### src/hdl/fdtp_pkg.sv
// Constants and types of the frame delimiter timestamp pulse block
package fdtp_pkg;

  // Register bus geometry; byte address is four times the index
  localparam int AXI_AW = 12;
  localparam int IDX_W = 9;
  localparam logic [IDX_W-1:0] IDX_PHY_CONTROL = 9'h01F;
  localparam logic [IDX_W-1:0] IDX_SKEW_STATUS = 9'h055;
  localparam logic [IDX_W-1:0] IDX_ALIGN_CTRL = 9'h0E9;
  localparam logic [IDX_W-1:0] IDX_RX_FEATURE = 9'h134;
  localparam logic [IDX_W-1:0] IDX_PIN_ROUTE = 9'h1E0;
  localparam logic [IDX_W-1:0] IDX_PULSE_PHASE = 9'h1E1;

  // Field positions
  localparam int SOFT_RESTART_BIT = 14;
  localparam int MAC_EXTRAS_BIT = 7;
  localparam int RX_SEL_LSB = 0;
  localparam int RX_ROUTE_EN_BIT = 3;
  localparam int TX_SEL_LSB = 4;
  localparam int TX_ROUTE_EN_BIT = 7;
  localparam int SEL_W = 2;
  localparam int RX_PHASE_LSB = 0;
  localparam int TX_PHASE_LSB = 8;
  localparam int MASTER_SKEW_LSB = 4;
  localparam int SLAVE_SKEW_LSB = 0;
  localparam int NUM_PINS = 4;

  // Reset values
  localparam logic [15:0] PHY_CONTROL_RST = 16'h0000;
  localparam logic [15:0] ALIGN_CTRL_RST = 16'h0000;
  localparam logic [15:0] RX_FEATURE_RST = 16'h0000;
  localparam logic [15:0] PIN_ROUTE_RST = 16'h0000;
  localparam logic [15:0] PULSE_PHASE_RST = 16'h0000;

  // Alignment FIFO value that arms skew reporting
  localparam logic [15:0] ALIGN_INIT_VALUE = 16'hDF22;

  // Timing: one phase or skew count is one step
  localparam int CLK_NS = 8;
  localparam int STEP_NS = 8;
  localparam int STEP_CYCLES = (STEP_NS + CLK_NS - 1) / CLK_NS;
  localparam logic [3:0] SKEW_LIMIT = 4'hF;
  localparam int DELAY_DEPTH = 32;

  localparam logic [1:0] RESP_OKAY = 2'h0;
  localparam logic [1:0] RESP_SLVERR = 2'h2;

  typedef struct packed {
    logic awvalid;
    logic [AXI_AW-1:0] awaddr;
    logic wvalid;
    logic [31:0] wdata;
    logic [3:0] wstrb;
    logic bready;
    logic arvalid;
    logic [AXI_AW-1:0] araddr;
    logic rready;
  } fdtp_axil_req_t;

  typedef struct packed {
    logic awready;
    logic wready;
    logic bvalid;
    logic [1:0] bresp;
    logic arready;
    logic rvalid;
    logic [31:0] rdata;
    logic [1:0] rresp;
  } fdtp_axil_rsp_t;

  // Status of the PHY core, same clock
  typedef struct packed {
    logic link_up;
    logic speed_1000;
    logic master;
  } fdtp_phy_stat_t;

  // Arrival offset of each of the four pairs, in clock cycles
  typedef logic [3:0][5:0] fdtp_lane_off_t;

endpackage

### src/hdl/fdtp_pulse_delay.sv
// Programmable delay line for a one-cycle strobe
`timescale 1ns/1ns
`default_nettype none
module fdtp_pulse_delay (
  // Clock and reset
  input wire logic aclk,
  input wire logic aresetn,
  // Strobe in, delayed pulse out
  input wire logic strobe,
  input wire logic [4:0] delay,
  output logic pulse
);
  import fdtp_pkg::*;

  logic [DELAY_DEPTH-2:0] sr_q, sr_d;
  logic pulse_q, pulse_d;

  // Several strobes may be in flight; each keeps its own slot
  always_comb begin
    sr_d = {sr_q[DELAY_DEPTH-3:0], strobe};
    if (delay == 5'h00) begin
      pulse_d = strobe;
    end else begin
      pulse_d = sr_q[delay - 5'h01];
    end
  end

  always_ff @(posedge aclk) begin
    if (!aresetn) begin
      sr_q <= '0;
      pulse_q <= 1'b0;
    end else begin
      sr_q <= sr_d;
      pulse_q <= pulse_d;
    end
  end

  assign pulse = pulse_q;
endmodule
`default_nettype wire

### src/hdl/fdtp_axil_slave.sv
// AXI4-Lite slave front end for the register file
`timescale 1ns/1ns
`default_nettype none
module fdtp_axil_slave (
  // Clock and reset
  input wire logic aclk,
  input wire logic aresetn,
  // Bus
  input wire fdtp_pkg::fdtp_axil_req_t req,
  output fdtp_pkg::fdtp_axil_rsp_t rsp,
  // Register file side
  output logic wr_en,
  output logic [fdtp_pkg::IDX_W-1:0] wr_idx,
  output logic [15:0] wr_data,
  output logic [1:0] wr_be,
  input wire logic wr_hit,
  output logic [fdtp_pkg::IDX_W-1:0] rd_idx,
  input wire logic [15:0] rd_data,
  input wire logic rd_hit
);
  import fdtp_pkg::*;

  logic aw_q, aw_d, w_q, w_d, bvalid_q, bvalid_d, rvalid_q, rvalid_d;
  logic [AXI_AW-1:0] awaddr_q, awaddr_d;
  logic [31:0] wdata_q, wdata_d, rdata_q, rdata_d;
  logic [3:0] wstrb_q, wstrb_d;
  logic [1:0] bresp_q, bresp_d, rresp_q, rresp_d;
  logic awready, wready, arready;

  // Address and data are taken in either order, one write at a time
  assign awready = !aw_q && !bvalid_q;
  assign wready = !w_q && !bvalid_q;
  assign arready = !rvalid_q;
  assign wr_en = aw_q && w_q && !bvalid_q;
  // Index bits only; the top address bit lies outside the register map
  assign wr_idx = awaddr_q[IDX_W+1:2];
  assign wr_data = wdata_q[15:0];
  assign wr_be = wstrb_q[1:0];
  assign rd_idx = req.araddr[IDX_W+1:2];

  always_comb begin
    aw_d = aw_q;
    w_d = w_q;
    awaddr_d = awaddr_q;
    wdata_d = wdata_q;
    wstrb_d = wstrb_q;
    bvalid_d = bvalid_q;
    bresp_d = bresp_q;
    rvalid_d = rvalid_q;
    rdata_d = rdata_q;
    rresp_d = rresp_q;
    if (req.awvalid && awready) begin
      aw_d = 1'b1;
      awaddr_d = req.awaddr;
    end
    if (req.wvalid && wready) begin
      w_d = 1'b1;
      wdata_d = req.wdata;
      wstrb_d = req.wstrb;
    end
    if (wr_en) begin
      aw_d = 1'b0;
      w_d = 1'b0;
      bvalid_d = 1'b1;
      bresp_d = wr_hit ? RESP_OKAY : RESP_SLVERR;
    end else if (bvalid_q && req.bready) begin
      bvalid_d = 1'b0;
    end
    if (req.arvalid && arready) begin
      rvalid_d = 1'b1;
      rdata_d = {16'h0000, rd_data};
      rresp_d = rd_hit ? RESP_OKAY : RESP_SLVERR;
    end else if (rvalid_q && req.rready) begin
      rvalid_d = 1'b0;
    end
  end

  always_ff @(posedge aclk) begin
    if (!aresetn) begin
      aw_q <= 1'b0;
      w_q <= 1'b0;
      awaddr_q <= '0;
      wdata_q <= '0;
      wstrb_q <= '0;
      bvalid_q <= 1'b0;
      bresp_q <= RESP_OKAY;
      rvalid_q <= 1'b0;
      rdata_q <= '0;
      rresp_q <= RESP_OKAY;
    end else begin
      aw_q <= aw_d;
      w_q <= w_d;
      awaddr_q <= awaddr_d;
      wdata_q <= wdata_d;
      wstrb_q <= wstrb_d;
      bvalid_q <= bvalid_d;
      bresp_q <= bresp_d;
      rvalid_q <= rvalid_d;
      rdata_q <= rdata_d;
      rresp_q <= rresp_d;
    end
  end

  always_comb begin
    rsp.awready = awready;
    rsp.wready = wready;
    rsp.bvalid = bvalid_q;
    rsp.bresp = bresp_q;
    rsp.arready = arready;
    rsp.rvalid = rvalid_q;
    rsp.rdata = rdata_q;
    rsp.rresp = rresp_q;
  end
endmodule
`default_nettype wire

### src/hdl/fdtp_top.sv
// Frame delimiter timestamp pulses with receive skew tracking and reporting
`timescale 1ns/1ns
`default_nettype none
module fdtp_top (
  // Clock and reset
  input wire logic aclk,
  input wire logic aresetn,
  // Register bus
  input wire fdtp_pkg::fdtp_axil_req_t axil_req,
  output fdtp_pkg::fdtp_axil_rsp_t axil_rsp,
  // PHY core, same clock
  input wire fdtp_pkg::fdtp_phy_stat_t phy_stat,
  input wire fdtp_pkg::fdtp_lane_off_t lane_offset,
  input wire logic tx_delim_strobe,
  input wire logic rx_first_sym_strobe,
  output logic soft_restart,
  // Pulse outputs
  output logic tx_frame_mark_pulse,
  output logic rx_frame_mark_pulse,
  output logic [fdtp_pkg::NUM_PINS-1:0] pulse_pin
);
  import fdtp_pkg::*;

  logic wr_en, wr_hit, rd_hit;
  logic [IDX_W-1:0] wr_idx, rd_idx;
  logic [15:0] wr_data, rd_data;
  logic [1:0] wr_be;

  fdtp_axil_slave u_bus (
    .aclk(aclk),
    .aresetn(aresetn),
    .req(axil_req),
    .rsp(axil_rsp),
    .wr_en(wr_en),
    .wr_idx(wr_idx),
    .wr_data(wr_data),
    .wr_be(wr_be),
    .wr_hit(wr_hit),
    .rd_idx(rd_idx),
    .rd_data(rd_data),
    .rd_hit(rd_hit)
  );

  function automatic logic [15:0] merge(input logic [15:0] old, input logic [15:0] data, input logic [1:0] be);
    logic [15:0] res;
    res = old;
    if (be[0]) begin
      res[7:0] = data[7:0];
    end
    if (be[1]) begin
      res[15:8] = data[15:8];
    end
    return res;
  endfunction

  // Register file
  logic [15:0] phy_ctl_q, phy_ctl_d;
  logic [15:0] align_ctl_q, align_ctl_d;
  logic [15:0] rx_feat_q, rx_feat_d;
  logic [15:0] pin_route_q, pin_route_d;
  logic [15:0] phase_q, phase_d;
  logic restart_q, restart_d;
  logic [15:0] skew_status;
  logic [15:0] phy_ctl_wr;

  assign phy_ctl_wr = merge(phy_ctl_q, wr_data, wr_be);

  always_comb begin
    phy_ctl_d = phy_ctl_q;
    align_ctl_d = align_ctl_q;
    rx_feat_d = rx_feat_q;
    pin_route_d = pin_route_q;
    phase_d = phase_q;
    restart_d = 1'b0;
    if (wr_en) begin
      if (wr_idx == IDX_PHY_CONTROL) begin
        phy_ctl_d = phy_ctl_wr;
        restart_d = phy_ctl_wr[SOFT_RESTART_BIT];
        phy_ctl_d[SOFT_RESTART_BIT] = 1'b0;
      end else if (wr_idx == IDX_ALIGN_CTRL) begin
        align_ctl_d = merge(align_ctl_q, wr_data, wr_be);
      end else if (wr_idx == IDX_RX_FEATURE) begin
        rx_feat_d = merge(rx_feat_q, wr_data, wr_be);
      end else if (wr_idx == IDX_PIN_ROUTE) begin
        pin_route_d = merge(pin_route_q, wr_data, wr_be);
      end else if (wr_idx == IDX_PULSE_PHASE) begin
        phase_d = merge(phase_q, wr_data, wr_be);
      end
    end
  end

  always_ff @(posedge aclk) begin
    if (!aresetn) begin
      phy_ctl_q <= PHY_CONTROL_RST;
      align_ctl_q <= ALIGN_CTRL_RST;
      rx_feat_q <= RX_FEATURE_RST;
      pin_route_q <= PIN_ROUTE_RST;
      phase_q <= PULSE_PHASE_RST;
      restart_q <= 1'b0;
    end else begin
      phy_ctl_q <= phy_ctl_d;
      align_ctl_q <= align_ctl_d;
      rx_feat_q <= rx_feat_d;
      pin_route_q <= pin_route_d;
      phase_q <= phase_d;
      restart_q <= restart_d;
    end
  end

  assign soft_restart = restart_q;

  // Writes to the read-only status are accepted and dropped
  always_comb begin
    wr_hit = (wr_idx == IDX_PHY_CONTROL) || (wr_idx == IDX_SKEW_STATUS) || (wr_idx == IDX_ALIGN_CTRL)
      || (wr_idx == IDX_RX_FEATURE) || (wr_idx == IDX_PIN_ROUTE) || (wr_idx == IDX_PULSE_PHASE);
  end

  always_comb begin
    rd_hit = 1'b1;
    if (rd_idx == IDX_PHY_CONTROL) begin
      rd_data = phy_ctl_q;
    end else if (rd_idx == IDX_SKEW_STATUS) begin
      rd_data = skew_status;
    end else if (rd_idx == IDX_ALIGN_CTRL) begin
      rd_data = align_ctl_q;
    end else if (rd_idx == IDX_RX_FEATURE) begin
      rd_data = rx_feat_q;
    end else if (rd_idx == IDX_PIN_ROUTE) begin
      rd_data = pin_route_q;
    end else if (rd_idx == IDX_PULSE_PHASE) begin
      rd_data = phase_q;
    end else begin
      rd_data = 16'h0000;
      rd_hit = 1'b0;
    end
  end

  // Link tracking and skew capture
  logic link_q, link_d;
  logic gig_q, gig_d;
  logic master_q, master_d;
  logic valid_q, valid_d;
  logic [3:0] skew_q, skew_d;
  logic [5:0] lane_max, lane_min, spread;
  logic [3:0] spread_lim;

  always_comb begin
    lane_max = lane_offset[0];
    lane_min = lane_offset[0];
    for (int i = 1; i < 4; i++) begin
      if (lane_offset[i] > lane_max) begin
        lane_max = lane_offset[i];
      end
      if (lane_offset[i] < lane_min) begin
        lane_min = lane_offset[i];
      end
    end
    spread = lane_max - lane_min;
    if (spread > {2'b00, SKEW_LIMIT}) begin
      spread_lim = SKEW_LIMIT;
    end else begin
      spread_lim = spread[3:0];
    end
  end

  always_comb begin
    link_d = phy_stat.link_up;
    gig_d = gig_q;
    master_d = master_q;
    valid_d = valid_q;
    skew_d = skew_q;
    if (!phy_stat.link_up) begin
      valid_d = 1'b0;
      skew_d = 4'h0;
    end else if (!link_q) begin
      gig_d = phy_stat.speed_1000;
      master_d = phy_stat.master;
      skew_d = phy_stat.speed_1000 ? spread_lim : 4'h0;
      // Init value must precede the link
      valid_d = phy_stat.speed_1000 && (align_ctl_q == ALIGN_INIT_VALUE);
    end
  end

  always_ff @(posedge aclk) begin
    if (!aresetn) begin
      link_q <= 1'b0;
      gig_q <= 1'b0;
      master_q <= 1'b0;
      valid_q <= 1'b0;
      skew_q <= 4'h0;
    end else begin
      link_q <= link_d;
      gig_q <= gig_d;
      master_q <= master_d;
      valid_q <= valid_d;
      skew_q <= skew_d;
    end
  end

  // Skew status: only one field is live, chosen by the link role
  always_comb begin
    skew_status = 16'h0000;
    if (valid_q && gig_q) begin
      if (master_q) begin
        skew_status[MASTER_SKEW_LSB +: 4] = skew_q;
      end else begin
        skew_status[SLAVE_SKEW_LSB +: 4] = skew_q;
      end
    end
  end

  // Pulse generation
  logic mac_extras_enable;
  logic tx_dly_pulse, rx_dly_pulse;
  logic [4:0] tx_delay, rx_delay;
  logic [3:0] tx_phase, rx_phase;

  assign mac_extras_enable = rx_feat_q[MAC_EXTRAS_BIT];
  assign tx_phase = phase_q[TX_PHASE_LSB +: 4];
  assign rx_phase = phase_q[RX_PHASE_LSB +: 4];

  assign tx_delay = 5'(int'(tx_phase) * STEP_CYCLES);
  // Receive adds the held alignment delay
  assign rx_delay = 5'((int'(rx_phase) + int'(skew_q)) * STEP_CYCLES);

  fdtp_pulse_delay u_tx_dly (
    .aclk(aclk),
    .aresetn(aresetn),
    .strobe(tx_delim_strobe),
    .delay(tx_delay),
    .pulse(tx_dly_pulse)
  );

  fdtp_pulse_delay u_rx_dly (
    .aclk(aclk),
    .aresetn(aresetn),
    .strobe(rx_first_sym_strobe),
    .delay(rx_delay),
    .pulse(rx_dly_pulse)
  );

  logic tx_out_q, tx_out_d, rx_out_q, rx_out_d;
  logic [NUM_PINS-1:0] pin_q, pin_d;
  logic [SEL_W-1:0] tx_sel, rx_sel;

  assign tx_sel = pin_route_q[TX_SEL_LSB +: SEL_W];
  assign rx_sel = pin_route_q[RX_SEL_LSB +: SEL_W];

  // Gating at the output also drops pulses already in the delay line
  always_comb begin
    tx_out_d = mac_extras_enable && tx_dly_pulse;
    rx_out_d = mac_extras_enable && rx_dly_pulse;
    for (int p = 0; p < NUM_PINS; p++) begin
      pin_d[p] = (tx_out_d && pin_route_q[TX_ROUTE_EN_BIT] && (tx_sel == SEL_W'(p)))
        || (rx_out_d && pin_route_q[RX_ROUTE_EN_BIT] && (rx_sel == SEL_W'(p)));
    end
  end

  always_ff @(posedge aclk) begin
    if (!aresetn) begin
      tx_out_q <= 1'b0;
      rx_out_q <= 1'b0;
      pin_q <= '0;
    end else begin
      tx_out_q <= tx_out_d;
      rx_out_q <= rx_out_d;
      pin_q <= pin_d;
    end
  end

  assign tx_frame_mark_pulse = tx_out_q;
  assign rx_frame_mark_pulse = rx_out_q;
  assign pulse_pin = pin_q;
endmodule
`default_nettype wire

### config.mk
export PLATFORM = sky130hd
export DESIGN_NAME = fdtp_top
export DESIGN_NICKNAME = d
export VERILOG_FILES = /design/src/hdl/fdtp_pkg.sv /design/src/hdl/fdtp_pulse_delay.sv /design/src/hdl/fdtp_axil_slave.sv /design/src/hdl/fdtp_top.sv
export SDC_FILE = /design/constraint.sdc
export NUM_CORES = 1
export LEC_CHECK = 0
export BUFFER_PORTS_ARGS = -buffer_cell sky130_fd_sc_hd__buf_2
export CORE_UTILIZATION = 35
export CTS_CLUSTER_SIZE = 24
export DETAILED_ROUTE_END_ITERATION = 12
export HOLD_SLACK_MARGIN = 0.05
export SLEW_MARGIN = 20
export SYNTH_ARGS = -nofsm -noshare
export SYNTH_HDL_FRONTEND = slang
export SYNTH_SLANG_ARGS = --single-unit
### constraint.sdc
create_clock -name aclk -period 11 [get_ports aclk]
set_input_delay 2.2 -clock aclk [delete_from_list [all_inputs] [get_ports aclk]]
set_output_delay 2.2 -clock aclk [all_outputs]
set_load 0.01 [all_outputs]
# Word level (Yosys, flattened, before mapping)
# Index checks and enable logic that the tools add are counted.
[word_totals] reg_bits=211 output_inout_bits=48 elab_cells=162
[classes] add_sub_neg=4 magnitude_cmp=9 n_eq_ne=19 muxes=35 n_bitwise=6 reduce_logical=56
[op_table] operator="16-bit two-way mux" count=6
[op_table] operator="9-bit == test, second input constant" count=6
[op_table] operator="6-bit two-way mux" count=6
[op_table] operator="1-bit logical AND" count=23
[op_table] operator="9-bit by 5-bit == test with 1-bit output, second input constant" count=2
[op_table] operator="9-bit by 7-bit == test with 1-bit output, second input constant" count=2
[op_table] operator="9-bit by 8-bit == test with 1-bit output, second input constant" count=2
[op_table] operator="6-bit greater-than comparator" count=3
[op_table] operator="6-bit less-than comparator" count=3
[op_table] operator="16-bit == test, second input constant" count=1
[op_table] operator="4-bit two-way mux" count=4
[op_table] operator="1-bit two-way mux" count=14
[op_table] operator="7-bit AND reduction" count=2
[op_table] operator="5-bit by 6-bit less-than comparator with 1-bit output, second input constant" count=2
[op_table] operator="4-bit AND reduction" count=3
[op_table] operator="6-bit AND reduction" count=2
[op_table] operator="1-bit binary-select mux with 5-bit select" count=2
[op_table] operator="5-bit logical NOT" count=2
[op_table] operator="5-bit AND reduction" count=2
[op_table] operator="1-bit logical OR" count=9
[op_table] operator="2-bit == test, second input constant" count=4
[op_table] operator="8-bit two-way mux" count=1
[op_table] operator="6-bit by 4-bit greater-than comparator with 1-bit output, second input constant" count=1
[op_table] operator="1-bit inverter" count=6
[op_table] operator="other kinds (12)" count=21

# Longest topological paths before layout
# Gate-level depths: netlist (run 1).
[depth] depth_word=10 ltp_mapped=39 mapped_depth_nobuf=38

# By module
# Synthesis (run 1) repeated with hierarchy kept, for this count alone.
[hier_totals] hier_cells=1222 area_unflattened_um2=10664.0
[by_module_without_submodules] mod="fdtp_top" instances=1 cells_per_inst=754 area_each_um2=5983.2
[by_module_without_submodules] mod="fdtp_pulse_delay" instances=2 cells_per_inst=109 area_each_um2=1291.2
[by_module_without_submodules] mod="fdtp_axil_slave" instances=1 cells_per_inst=250 area_each_um2=2098.3

# Least setup slack after synthesis (run 1)
# No wires, ideal clock.
[synth_path] kind="input to register" start="input lane_offset[5] in the netlist's numbering" end="register skew_q[2]" arrival_ns=8.566 path_slack_ns=2.338 stages=34 path_buffers=1 path_cell_list="inv_1 ha_1 a21oi_1 a31oi_4 buf_6 o21ai_0 inv_1 ha_1 and2_1 a211oi_1 a211oi_1 a211o_1 nand2_2 nor2_1 a21oi_1 inv_1 ha_1 nor2b_1 o21a_1 o21a_1 o21a_1 o21a_1 o22ai_1 mux2_2 ha_1 nor2b_1 o21ai_0 nand2b_1 and2_1 o21ai_0 nor2b_1 o211ai_1 and3_1 a221oi_1"
[synth_between] elab_chain_cells=10 word_cells_on_any_way=16 classes_between="add/sub: 1; order compare: 7; mux: 8"
[synth_lines] element="start: declaration" line="fdtp_top.sv:13" rtl="input wire fdtp_pkg::fdtp_lane_off_t lane_offset,"
[synth_lines] element="6-bit greater-than comparator / 6-bit less-than comparator (equally long branches)" line="fdtp_top.sv:151, fdtp_top.sv:154"
[synth_lines] element="6-bit two-way mux (on tied branches)" line="fdtp_top.sv:151, fdtp_top.sv:154"
[synth_lines] element="6-bit greater-than comparator / 6-bit less-than comparator (equally long branches)" line="fdtp_top.sv:151, fdtp_top.sv:154"
[synth_lines] element="6-bit two-way mux (on tied branches)" line="fdtp_top.sv:151, fdtp_top.sv:154"
[synth_lines] element="6-bit greater-than comparator / 6-bit less-than comparator (equally long branches)" line="fdtp_top.sv:151, fdtp_top.sv:154"
[synth_lines] element="6-bit two-way mux (on tied branches)" line="fdtp_top.sv:151, fdtp_top.sv:154"
[synth_lines] element="6-bit subtractor *" line="fdtp_top.sv:158" rtl="spread = lane_max - lane_min;"
[synth_lines] element="6-bit by 4-bit greater-than comparator with 1-bit output" line="fdtp_top.sv:159" rtl="if (spread > {2'b00, SKEW_LIMIT}) begin"
[synth_lines] element="4-bit two-way mux *" line="fdtp_top.sv:159"
[synth_lines] element="4-bit two-way mux *" line="fdtp_top.sv:178" rtl="skew_d = phy_stat.speed_1000 ? spread_lim : 4'h0;"
[synth_lines] element="end signal: assignment" line="fdtp_top.sv:196" rtl="skew_q <= skew_d;"
[synth_lines] element="end: declaration" line="fdtp_top.sv:143" rtl="logic [3:0] skew_q, skew_d;"
# Every way passes the cells marked *; elsewhere a longest branch is shown, timed or not.
# A chain may end at the register's enable or synchronous reset.

# Final worst setup path (run 1)
# Same ends and word-level chain as after synthesis.

==> results of run 1 <==
[synth_stat cells (all sizes together) (4+ instances only)]
master    n  share of area [%]
nand4     7               0.44
and3     12               0.75
a221oi   27                2.4
mux2i   117                 12
or2       4               0.28
o21ai    48                2.4
o21a      6               0.45
nand2   113                4.3
clkbuf   39                1.5
nand3b    5               0.38
a21oi    70                3.6
buf      29                2.1
and2     69                4.3
mux4     13                2.9
mux2      7               0.79
nor2b    13               0.81
nor2    134                5.1
nand3    12               0.60
nand2b   13               0.81
nor4      5               0.31
nor3      7               0.45
a21o      6               0.45
a31oi     4               0.40
a211oi    6               0.45
xnor2     5               0.44
dfxtp   207                 41
ha       37                4.6
inv      31                1.2
o211a     4               0.40
[stage by stage]
| step | area (um^2) | hold slack [ns] | power, uW |
|---|---|---|---|
| after global placement | 10700 | 0.414 | 1150 |
| after detailed placement | 10700 | 0.419 | 1160 |
| final | 11400 | 0.429 | 1850 |
| after floorplan | 10100 | 0.412 | 1070 |
| after global routing | 11400 | 0.435 | 1950 |
| after CTS | 11400 | 0.431 | 1870 |
[how the worst max path moves through the flow]
stage                        endpoint  cells past startpoint
4_1_cts        skew_q[2]$_SDFFE_PN0N_                     36
5_1_grt        skew_q[2]$_SDFFE_PN0N_                     36
6_report       skew_q[2]$_SDFFE_PN0N_                     36
3_3_place_gp   skew_q[2]$_SDFFE_PN0N_                     30
3_5_place_dp   skew_q[2]$_SDFFE_PN0N_                     30
2_1_floorplan  skew_q[2]$_SDFFE_PN0N_                     34
[state kept, by name, summed over array words and instances (netlist names), 9 cells and up]
signal / flops
phase_q: 16
rx_feat_q: 16
u_tx_dly.sr_q: 31
u_bus.rdata_q: 16
u_bus.awaddr_q: 9
align_ctl_q: 16
pin_route_q: 16
phy_ctl_q: 15
u_bus.wdata_q: 16
u_rx_dly.sr_q: 31
[cell families (layout without fill, tap and decap cells)]
kind of cell,count (synthesis),in the layout
flops,207,207
buf+inv,99,175
xor+xnor,8,8
mux,137,137
simple gates,407,407
fa+ha+maj,39,39
other cells,1,18
compound gates,195,195
[routing by layer]
metal | track usage, % | routed length (um) | vias to the layer above | part of all wire, %
li1 | - | - | 3953 | -
met1 | 20.3 | 10700 | 3689 | 46
met2 | 27.9 | 11400 | 143 | 48
met3 | 2.15 | 757 | 37 | 3.2
met4 | 4.81 | 603 | 0 | 2.6
met5 | 0 | 0 | - | 0
[area by class of cell]
| type | instances | area share (%) |
|---|---|---|
| Clock buffer | 30 | 5.44 |
| Timing Repair Buffer | 106 | 4.75 |
| Clock inverter | 8 | 0.624 |
| Sequential cell | 207 | 36.2 |
| Multi-Input combinational cell | 804 | 47.8 |
| Inverter | 31 | 1.03 |
| Tap cell | 378 | 4.14 |
[layout by cell type (no fill, tap or decap), types with 18 or more instances in the layout]
cell type / count
sky130_fd_sc_hd__a221oi_1: 26
sky130_fd_sc_hd__ha_1: 37
sky130_fd_sc_hd__buf_2: 101
sky130_fd_sc_hd__a21oi_1: 69
sky130_fd_sc_hd__mux2i_1: 117
sky130_fd_sc_hd__conb_1: 18
sky130_fd_sc_hd__nor2_1: 132
sky130_fd_sc_hd__and2_1: 69
sky130_fd_sc_hd__inv_1: 28
sky130_fd_sc_hd__o21ai_0: 46
sky130_fd_sc_hd__clkbuf_16: 23
sky130_fd_sc_hd__nand2_1: 112
sky130_fd_sc_hd__dfxtp_1: 207
[power by group through the flow]
| stage | Sequential [uW] | Clock (uW) | Combinational [uW] |
|---|---|---|---|
| floorplan | 797 | 0 | 274 |
| global placement | 803 | 0 | 347 |
| detailed placement | 804 | 0 | 351 |
| CTS | 787 | 734 | 353 |
| global route | 789 | 768 | 396 |
| finish | 787 | 712 | 349 |
==> results, run 1 <==
- The run finished with clean final reports.
- Of the total synthesized cell area, the portion taken by XOR and XNOR cells is 0.701%.
- The fraction of the mapped netlist area in adder cells is 5.03%.
- TritonCTS built the clock tree.
- The worst hold path belongs to the class register to register.
- The starting DRC count in detailed routing is 471.
- The top achievable clock speed is 0.111 GHz.
- The worst pin sits at a relative slew slack of 32.3%.
- In this run the count of I/O pins placed on the die edge is 144.
- The post-cts sizing count is 0.
- The number of maximum-capacitance constraint violations is 0.
- The worst path setup slack after routing is 2.02 ns.
- The setup slack on the worst flop-to-flop path is 7.85 ns.
- The portion of the clock cycle consumed by the worst path in the final layout is 81.7%.
- The mapped cell area is 0.0100 mm^2.
- The maximum level of the CTS H-tree is 1.
- The number of slew-limit violations in the final report is 0.
- Dividing total power by cell area gives a power density of 162 mW/mm^2.
- Once detail routing completed, the nets flagged for antenna violations numbered 0.
- For this run, asynchronously set or reset flops after synthesis account for 0%.
- The final count of negative-setup-slack endpoints is 0.
- The number of cells on the worst reg-to-reg path is 10.
- The leakage power summed over all cells is 0.00482 uW.
- The maximum number of pins on one net before global-route repair is 98.
- The path with the worst hold slack has its endpoint at u_tx_dly.sr_q[17]$_SDFF_PN0_.
- The register share of total power is 42.6%.
- The die outline area is 0.0293 mm^2.
- The number of rows created at floorplan is 61.
- Among all flip-flop cells after synthesis, the most frequent one is sky130_fd_sc_hd__dfxtp_1.
- The root buffer cell chosen for the clock tree is sky130_fd_sc_hd__clkbuf_16.
- The post-CTS setup buffer count is 0.
- In this run, the clock network consumes 38.5% of the power.
- The endpoint identified for the worst register-to-register timing path is u_rx_dly.pulse$_SDFF_PN0_.
- The last weighted congestion value of the routability-driven placer is 0.814.
- Counting both buffers and inverters, the worst setup path holds a total of 5.
- In the synthesized netlist, mux cells make up 15.4% of the area.
- The startpoint-to-endpoint class of the critical path is input pin to register.
- Dividing the detail-routed wire length by the instance count gives 15.0 um.
- The internal cell power is 1340 uW.
- The number of iterations in the first detailed-routing pass is 5.
- Detailed placement finished with a half-perimeter wire length of 17.2 mm.
- Counting instances, the worst hold path has a depth of 1.
- The worst path arrival time is 9.38 ns.
- The worst-case clock skew is 0.0190 ns.
- The net switching power is 509 uW.
- The initial antenna violation count is 0.
- At the worst endpoint, the required time is 11.40 ns.
- The overflow left after global routing is 0.
- The per-instance average area after synthesis is 9.15 um^2.
- Setup repair after global routing left no endpoint under its margin.
- The synthesized netlist devotes 19.7% of its cell area to simple gates.
- The count of mapped cells out of synthesis is 1093.
- The placed cell count is 1526.
- Sequential cells were found to cover 41.4% of the synthesized design area.
- The startpoint of the lowest-slack hold path is u_tx_dly.sr_q[16]$_SDFF_PN0_.
- Buffers placed on the I/O ports in this run total 101.
- The via count is 7822.
- The type of origin of the critical path is an input pin.
- In this design, the largest share of critical-path delay is due to compound AO/OA/AOI/OAI gates.
- For this design, the sink count on the clock tree is 207.
- Summed over all layers, the routed wires come to 23.5 mm.
- 0 antenna diodes ended up in the layout.
- Summing the areas of all compound-gate instances in the mapped netlist gives 13.0% of the synthesized area.
- The unique cell type count in the Yosys netlist is 72.
- The first-pass GRT wire length is 37.5 mm.
- Per report_power, the combinational group accounts for 18.9% of the total.
- After synthesis, the largest family of logic cells by area is simple AND/OR/NAND/NOR gates.
- In this run switching power makes up 27.5% of total power.
- Global routing used 16.0% of the available tracks.
- Clock tree synthesis inserted a total of 23 buffers.
- In this design, the stage delay of the slowest critical-path cell is 0.50 ns.
- The most critical setup path has its startpoint at lane_offset[5].
- The post-detailed-route DRC marker count is 0.
- The placeable core area is 0.0279 mm^2.
- The clock latency reported for the late side of the worst-skew pair is 0.51 ns.
- The number of buffers on the longest clock path is 3.
- The maximum ir drop on the vdd rail is 96.9 uV.
- Clock-pin slew was measured on the worst setup and hold paths at 0.06 ns.
- The final count of hold timing violations came to 0.
- STA classifies the critical path endpoint as a register.
- The number of synthesized flops with an enable pin is 0.
- Of all nets on the critical path, the largest fanout is 11.
- For the pin with the worst max-slew slack, the measured transition is 1.01 ns.
- Excluding fillers, the count of instances in the completed layout stands at 1564.
- OpenSTA, run right after detailed placement, puts the worst setup slack at 1.55 ns.
- The via density per instance is 5.00.
- The vertical extent of the die is 171 um.
- Among all stages on the critical path, the largest delay is contributed by sky130_fd_sc_hd__a21oi_1.
- At the end of the flow, the number of nets in the layout was 1308.
- The post-synthesis to final-layout area growth is 14.3%.
- Subtracting the final worst setup slack from the clock period gives 8.98 ns.
- The post-route netlist has 15.4% of its cells at a drive strength greater than 1.
- For this configuration, the core starts out at a cell density of 35.8%.
- The source of the worst register-to-register timing path is skew_q[0]$_SDFFE_PN0N_.
- The number of global-route vias before repair was 7325.
- Summing all flip-flop and latch instances after layout gives 0.00414 mm^2.
- After synthesis the netlist holds a flip-flop and latch count of 207.
- The synthesis warning total is 0.
- The overall die width is 171 um.
- The final setup TNS is 0 ns.
- The final cell utilization of the core is 40.9%.
- The number of hold buffers added after CTS was 0.
- The filler cell count is 2879.
- The area taken by multi-input logic gates is 0.00546 mm^2.
No activity file was read; power rests on OpenSTA's default activity.
==> run 2: changes to the inputs <==
==> constraint.sdc (replaced) <==
create_clock -name aclk -period 8.55 [get_ports aclk]
set_input_delay 1.71 -clock aclk [delete_from_list [all_inputs] [get_ports aclk]]
set_output_delay 1.71 -clock aclk [all_outputs]
set_load 0.01 [all_outputs]
==> results, run 2 (synthesis gave the netlist of run 1 again) <==
- In the final routed layout, each cell accounts on average for 15.0 um.
- The maximum single-stage delay on the critical path is 0.39 ns.
- The worst setup path is launched from an input pin.
- Gates resized during post-CTS repair numbered 0.
- The maximum ir drop on the vdd rail is 112 uV.
- The number of buffers on the longest clock path is 3.
- The smallest clock period supported by the final layout is computed as 7.90 ns.
- At the pin with the least slew margin, the transition time is 0.988 ns.
- The flow ran to the end, and the final reports show no timing, DRC or antenna violations.
- The critical path is of the input pin to register type.
- The number of global-route vias before repair is 7532.
- The overall die width is 171 um.
- The final count of negative-setup-slack endpoints is 0.
- The count of buffers inserted at the top-level ports is 101.
- The worst pin sits at a relative slew slack of 34.2%.
- For this configuration, the core starts out at a cell density of 35.8%.
- For the worst setup path, the data required time is 8.96 ns.
- The slowest cell on the critical path is sky130_fd_sc_hd__mux2_2.
- The min-delay analysis places its worst path in the category register to register.
- The top achievable clock speed is 0.127 GHz.
- On the final layout, the worst clock skew is 0.0156 ns.
- The number of iterations in the first detailed-routing pass is 5.
- Using the TritonRoute via totals, the vias-per-cell ratio works out to 5.02.
- Cells fill 41.4% of the core in the end.
- STA classifies the critical path endpoint as a register.
- The number of slew-limit violations in the final report was 0.
- Setup repair after global routing left no endpoint under its margin.
- In this run, placement finished with an instance count of 1532.
- After filler insertion, the fill cell instance count of the layout stands at 2850.
- The portion of the clock cycle consumed by the worst path in the final layout is 92.4%.
- The floorplan step set the die height to 171 um.
- The number of top-level pins is 144.
- Final hold analysis gives a worst-case slack of 0.433 ns.
- Leaving out filler cells and counting taps, the final layout contains 1576.
- The overflow left after global routing is 0.
- The TritonCTS clock tree is done.
- Max-cap violations in this run came to 0.
- The most frequent standard cell in the layout excluding fill and tap cells is sky130_fd_sc_hd__dfxtp_1.
- The via count is 7916.
- The post-detailed-route DRC marker count is 0.
- The global-route total usage across every layer is 16.1%.
- In this run the static leakage power is 0.00489 uW.
- In this run the post-CTS setup repair buffer count came out at 0.
- Of the cells placed in the final design, the portion with a size suffix greater than 1 is 16.5%.
- The number of nets still failing antenna checks after routing is 0.
- The clock tree root buffer cell is sky130_fd_sc_hd__clkbuf_16.
- Entering global routing, the biggest net connects 98 pins.
- For this run, the post-layout net count is 1315.
- The initial antenna violation count is 0.
- Clock latency on the worst-skew pair, taken at its later pin, is 0.51 ns.
- After detailed routing, the total wire length is 23.6 mm.
- The total clock buffers created by CTS is 24.
- Summed over all failing endpoints, the final setup total negative slack is 0 ns.
- The first global-routing pass estimated 37.8 mm of wire.
- In this run the number of H-tree levels came out at 1.
- For this design the ratio of total power to cell area is 213 mW/mm^2.
- The number of antenna repair diodes is 0.
- The number of hold-repair buffers added at the cts stage is 0.
- The tree built by TritonCTS fans out to 207 sinks.
- After routing the design area is 0.0116 mm^2.
- After clock tree synthesis, the clock-pin slew on the worst setup and hold paths is 0.06 ns.
- The detailed router finished its first iteration with 403 violations.
- In the final layout, the registers with the most flip-flops are u_rx_dly.sr_q (31), u_tx_dly.sr_q (31).
- In the layout the commonest cells are 207 x sky130_fd_sc_hd__dfxtp_1, 132 x sky130_fd_sc_hd__nor2_1, 117 x sky130_fd_sc_hd__mux2i_1.
- Routability-driven placement finished with a final weighted congestion of 0.831.
- The final count of hold timing violations came to 0.
- At the worst endpoint, the arrival time is 8.31 ns.
- The die outline area is 0.0293 mm^2.
- In this run the cell area measured after placement is 0.0108 mm^2.
- The largest fanout on the critical path is 8.
- The post-synthesis to final-layout area growth is 15.7%.
- Detailed placement ended at an HPWL of 17.3 mm.
- Summing all multi-input logic gate instances after layout gives 0.00547 mm^2.
- The core region is 0.0279 mm^2.
- Summing all flip-flop and latch instances after layout gives 0.00414 mm^2.
- Row generation in the floorplan step produced 61 rows.
## run 2: metal layers
metal	up-vias	part of all wire, %	track usage [%]
met5	-	0	0
met4	0	1.9	4.11
met3	32	3.4	2.15
met2	147	49	28.4
met1	3746	46	20.4
li1	3991	-	-
## run 2: power by group
| group | internal [uW] | switching (uW) |
|---|---|---|
| sequential | 987 | 25.0 |
| clock | 585 | 400 |
| combinational | 203 | 258 |
## run 2: worst paths after layout
check                               startpoint                           end  slack (ns)  cells past startpoint
setup / recovery                lane_offset[5]        skew_q[2]$_SDFFE_PN0N_        0.65                     36
hold / removal    u_tx_dly.sr_q[26]$_SDFF_PN0_  u_tx_dly.sr_q[27]$_SDFF_PN0_        0.43                      1
setup reg to reg        skew_q[0]$_SDFFE_PN0N_     u_rx_dly.pulse$_SDFF_PN0_        5.45                     10
hold reg to reg   u_tx_dly.sr_q[26]$_SDFF_PN0_  u_tx_dly.sr_q[27]$_SDFF_PN0_        0.43                      1
## run 2: final cells by class
| cell class | instances | share of cell area (%) |
|---|---|---|
| Clock buffer | 32 | 5.80 |
| Clock inverter | 12 | 0.908 |
| Inverter | 31 | 1.02 |
| Multi-Input combinational cell | 804 | 47.3 |
| Sequential cell | 207 | 35.8 |
| Tap cell | 378 | 4.09 |
| Timing Repair Buffer | 112 | 5.08 |
## run 2: metrics by stage
step / total power [uW] / worst slack, ns
after floorplan: 1380 / 0.378
after global placement: 1490 / 0.117
after detailed placement: 1490 / 0.00356
after CTS: 2480 / 0.515
after global routing: 2590 / 0.0230
final: 2460 / 0.650
## run 2: worst max-delay path: cells and delay by family
| family | cells | cell delay (ns) |
|---|---|---|
| AOI/OAI and AO/OA | 16 | 2.97 |
| adders and majority gates | 4 | 1.26 |
| buffers and inverters | 4 | 0.30 |
| muxes | 1 | 0.39 |
| and+or+nand+nor | 11 | 1.68 |
==> run 3: changes to the inputs <==
--- a/config.mk
+++ b/config.mk
@@ -9,8 +9,8 @@
 export CORE_UTILIZATION = 35
 export CTS_CLUSTER_SIZE = 24
 export DETAILED_ROUTE_END_ITERATION = 12
+export GPL_TIMING_DRIVEN = 0
 export HOLD_SLACK_MARGIN = 0.05
-export SLEW_MARGIN = 20
 export SYNTH_ARGS = -nofsm -noshare
 export SYNTH_HDL_FRONTEND = slang
 export SYNTH_SLANG_ARGS = --single-unit
==> constraint.sdc (replaced) <==
create_clock -name aclk -period 6.6 [get_ports aclk]
set_input_delay 1.32 -clock aclk [delete_from_list [all_inputs] [get_ports aclk]]
set_output_delay 1.32 -clock aclk [all_outputs]
set_load 0.01 [all_outputs]
==> results, run 3 (synthesis gave the netlist of run 1 again) <==
- The ratio of cells with drive above 1 in the final layout is 23.0%.
- The number of maximum-capacitance constraint violations is 0.
- The TritonCTS clock tree is done.
- The number of slew-limit violations in the final report was 0.
- The worst endpoint required time is 6.98 ns.
- Grouping stages by cell kind, the critical path spends the most delay in compound AO/OA/AOI/OAI gates.
- The number of nets at the end of the flow is 1402.
- For the final database, setup skew stands at 0.0175 ns.
- The overall die width is 171 um.
- The largest individual stage delay along the critical path comes from the cell sky130_fd_sc_hd__ha_4.
- Dividing the detail-routed wire length by the instance count gives 15.7 um.
- The cell area power density is 276 mW/mm^2.
- The time the final worst path needs with I/O delays and setup is 6.81 ns.
- The clock-pin slew reported for the worst setup and hold paths after clock tree synthesis is 0.06 ns.
- Clock tree synthesis selected as its root buffer the cell sky130_fd_sc_hd__clkbuf_16.
- The worst setup path is launched from an input pin.
- The normalized max-slew margin is 36.0%.
- Routability-driven placement finished with a final weighted congestion of 0.885.
- Along the worst hold path, the cell count comes to 1.
- Setup repair after global routing could not meet its margin everywhere.
- Pin placement for this block handled 144 I/O pins.
- The top achievable clock speed is 0.147 GHz.
- Buffers inserted during clock tree synthesis total 23.
- The library cell used most frequently in the layout, excluding fill and tap cells, is sky130_fd_sc_hd__dfxtp_1.
- The number of rows created at floorplan is 61.
- Leaving out fill and tap cells, the most frequent cells in the layout are 207 x sky130_fd_sc_hd__dfxtp_1, 130 x sky130_fd_sc_hd__nor2_1, 115 x sky130_fd_sc_hd__mux2i_1.
- The final cell utilization of the core is 45.1%.
- The worst register-to-register path has a setup slack of 3.14 ns.
- In this run the most critical hold path is launched from u_tx_dly.sr_q[24]$_SDFF_PN0_.
- Counting along the longest clock path gives a buffer depth of 3.
- The detailed router finished its first iteration with 495 violations.
- The worst min-delay path category is register to register.
- The worst path setup slack after routing is -0.212 ns.
- The filler cell count is 2755.
- Once the floorplan was initialized, standard cells occupied 35.8% of the core.
- The kind of end point of the critical path is a register.
- The flow ran to the end, but the final reports show violations.
- The largest registers in the layout are u_rx_dly.sr_q (31), u_tx_dly.sr_q (31).
- The largest fanout on the critical path is 6.
- Hold repair after CTS inserted 0 buffers.
- After routing the design area is 0.0126 mm^2.
- Setup violations remaining at the end of the flow were counted as 4.
- The non-filler instance count after layout is 1662.
- The vertical extent of the die is 171 um.
- The startpoint-to-endpoint class of the critical path is input pin to register.
- In the global route stage, overall resource usage came out at 17.8%.
- The worst-margin pin slew is 0.956 ns.
- The worst slack after detailed placement is -1.38 ns.
- The endpoint of the worst-slack reg-to-reg timing path is u_rx_dly.pulse$_SDFF_PN0_.
- The maximum level of the CTS H-tree is 1.
- The clock net in this run drives a total of 207 sinks.
- The floorplan step defined a die boundary enclosing 0.0293 mm^2.
- The maximum ir drop on the vdd rail is 162 uV.
- Counting cells, the worst reg-to-reg path comes to 12.
- The area growth from synthesis to layout is 26.0%.
- The via count is 8342.
- The worst path uses 103% of the clock period.
- The count of buffers inserted at the top-level ports is 100.
- In this run the static leakage power is 0.00531 uW.
- The post-detailed-route DRC marker count is 0.
- The final count of hold timing violations is 0.
- The worst path buffer plus inverter count is 7.
- The final reports fail on negative setup slack.
- The number of placed instances, taps included, is 1588.
- On the worst path, the slowest cell contributes a delay of 0.30 ns.
- The total overflow left after global routing is 0.
- The first global-routing pass estimated 41.4 mm of wire.
- The clock latency reported for the late side of the worst-skew pair is 0.51 ns.
- The placed instances occupy a cell area of 0.0112 mm^2.
- The via density per instance is 5.02.
- The number of global-route vias before repair was 7987.
- The maximum number of pins on one net before global-route repair is 14.
- By instance count, the cell type seen most on the critical path is sky130_fd_sc_hd__o21a_1.
- The end point of the worst hold path is u_tx_dly.sr_q[25]$_SDFF_PN0_.
- The sum of routed wire length over all layers is 26.0 mm.
- The number of iterations in the first detailed-routing pass is 5.
- The source of the worst register-to-register timing path is skew_q[0]$_SDFFE_PN0N_.
- Power comes to 3470 uW.
- STA puts the critical path data arrival time at 7.19 ns.
- The initial antenna violation count came to 0.
- The number of antenna repair diodes is 0.
- The placeable core area is 0.0279 mm^2.
- Once detailed placement completed, the half-perimeter wirelength came to 19.6 mm.
- The number of nets still failing antenna checks after routing is 0.
[run 3: where the power goes]
group	total, uW	internal, uW	switching [uW]
Clock	1370	865	507
Sequential	1310	1280	32.5
Combinational	789	376	413
Total	3470	2520	953
[run 3: worst max-delay path by stage]
| stage | start | to | slack, ns | cells past startpoint |
|---|---|---|---|---|
| after floorplan | lane_offset[5] | skew_q[3]$_SDFFE_PN0N_ | -0.47 | 35 |
| after global placement | lane_offset[5] | skew_q[2]$_SDFFE_PN0N_ | -1.34 | 35 |
| after detailed placement | lane_offset[5] | skew_q[3]$_SDFFE_PN0N_ | -1.38 | 34 |
| after CTS | lane_offset[5] | skew_q[1]$_SDFFE_PN0N_ | -0.20 | 38 |
| after global routing | lane_offset[5] | skew_q[1]$_SDFFE_PN0N_ | -0.44 | 39 |
| final | lane_offset[4] | skew_q[1]$_SDFFE_PN0N_ | -0.21 | 38 |
[run 3: per-layer routing]
layer,global-route usage [%],wire length (um)
met1,22.7,11600
met3,2.31,1030
met4,5.82,713
met2,31.0,12700
met5,0,0
[run 3: area by class of cell]
type	instances	area (um^2)	share of cell area, %
inverter	31	136	1.08
clock inverter	9	149	1.18
multi-input combinational	804	5830	46.2
sequential	207	4140	32.9
buffer	68	362	2.87
tap	378	473	3.75
clock buffer	33	673	5.34
timing repair buffer	132	836	6.63
[run 3: per-stage QoR]
step	hold slack (ns)	TNS [ns]
2_1_floorplan	0.412	-1.63
3_3_place_gp	0.413	-5.04
3_5_place_dp	0.417	-5.20
4_1_cts	0.422	-0.751
5_1_grt	0.425	-1.76
6_report	0.420	-0.777
[run 3: timing repair]
item	4_1_cts	5_1_grt
gates resized for setup	45	27
gates cloned	0	0
buffers inserted	29	3
endpoints found under the hold margin	0	0
setup endpoints to repair	4	4
pin swaps	33	18
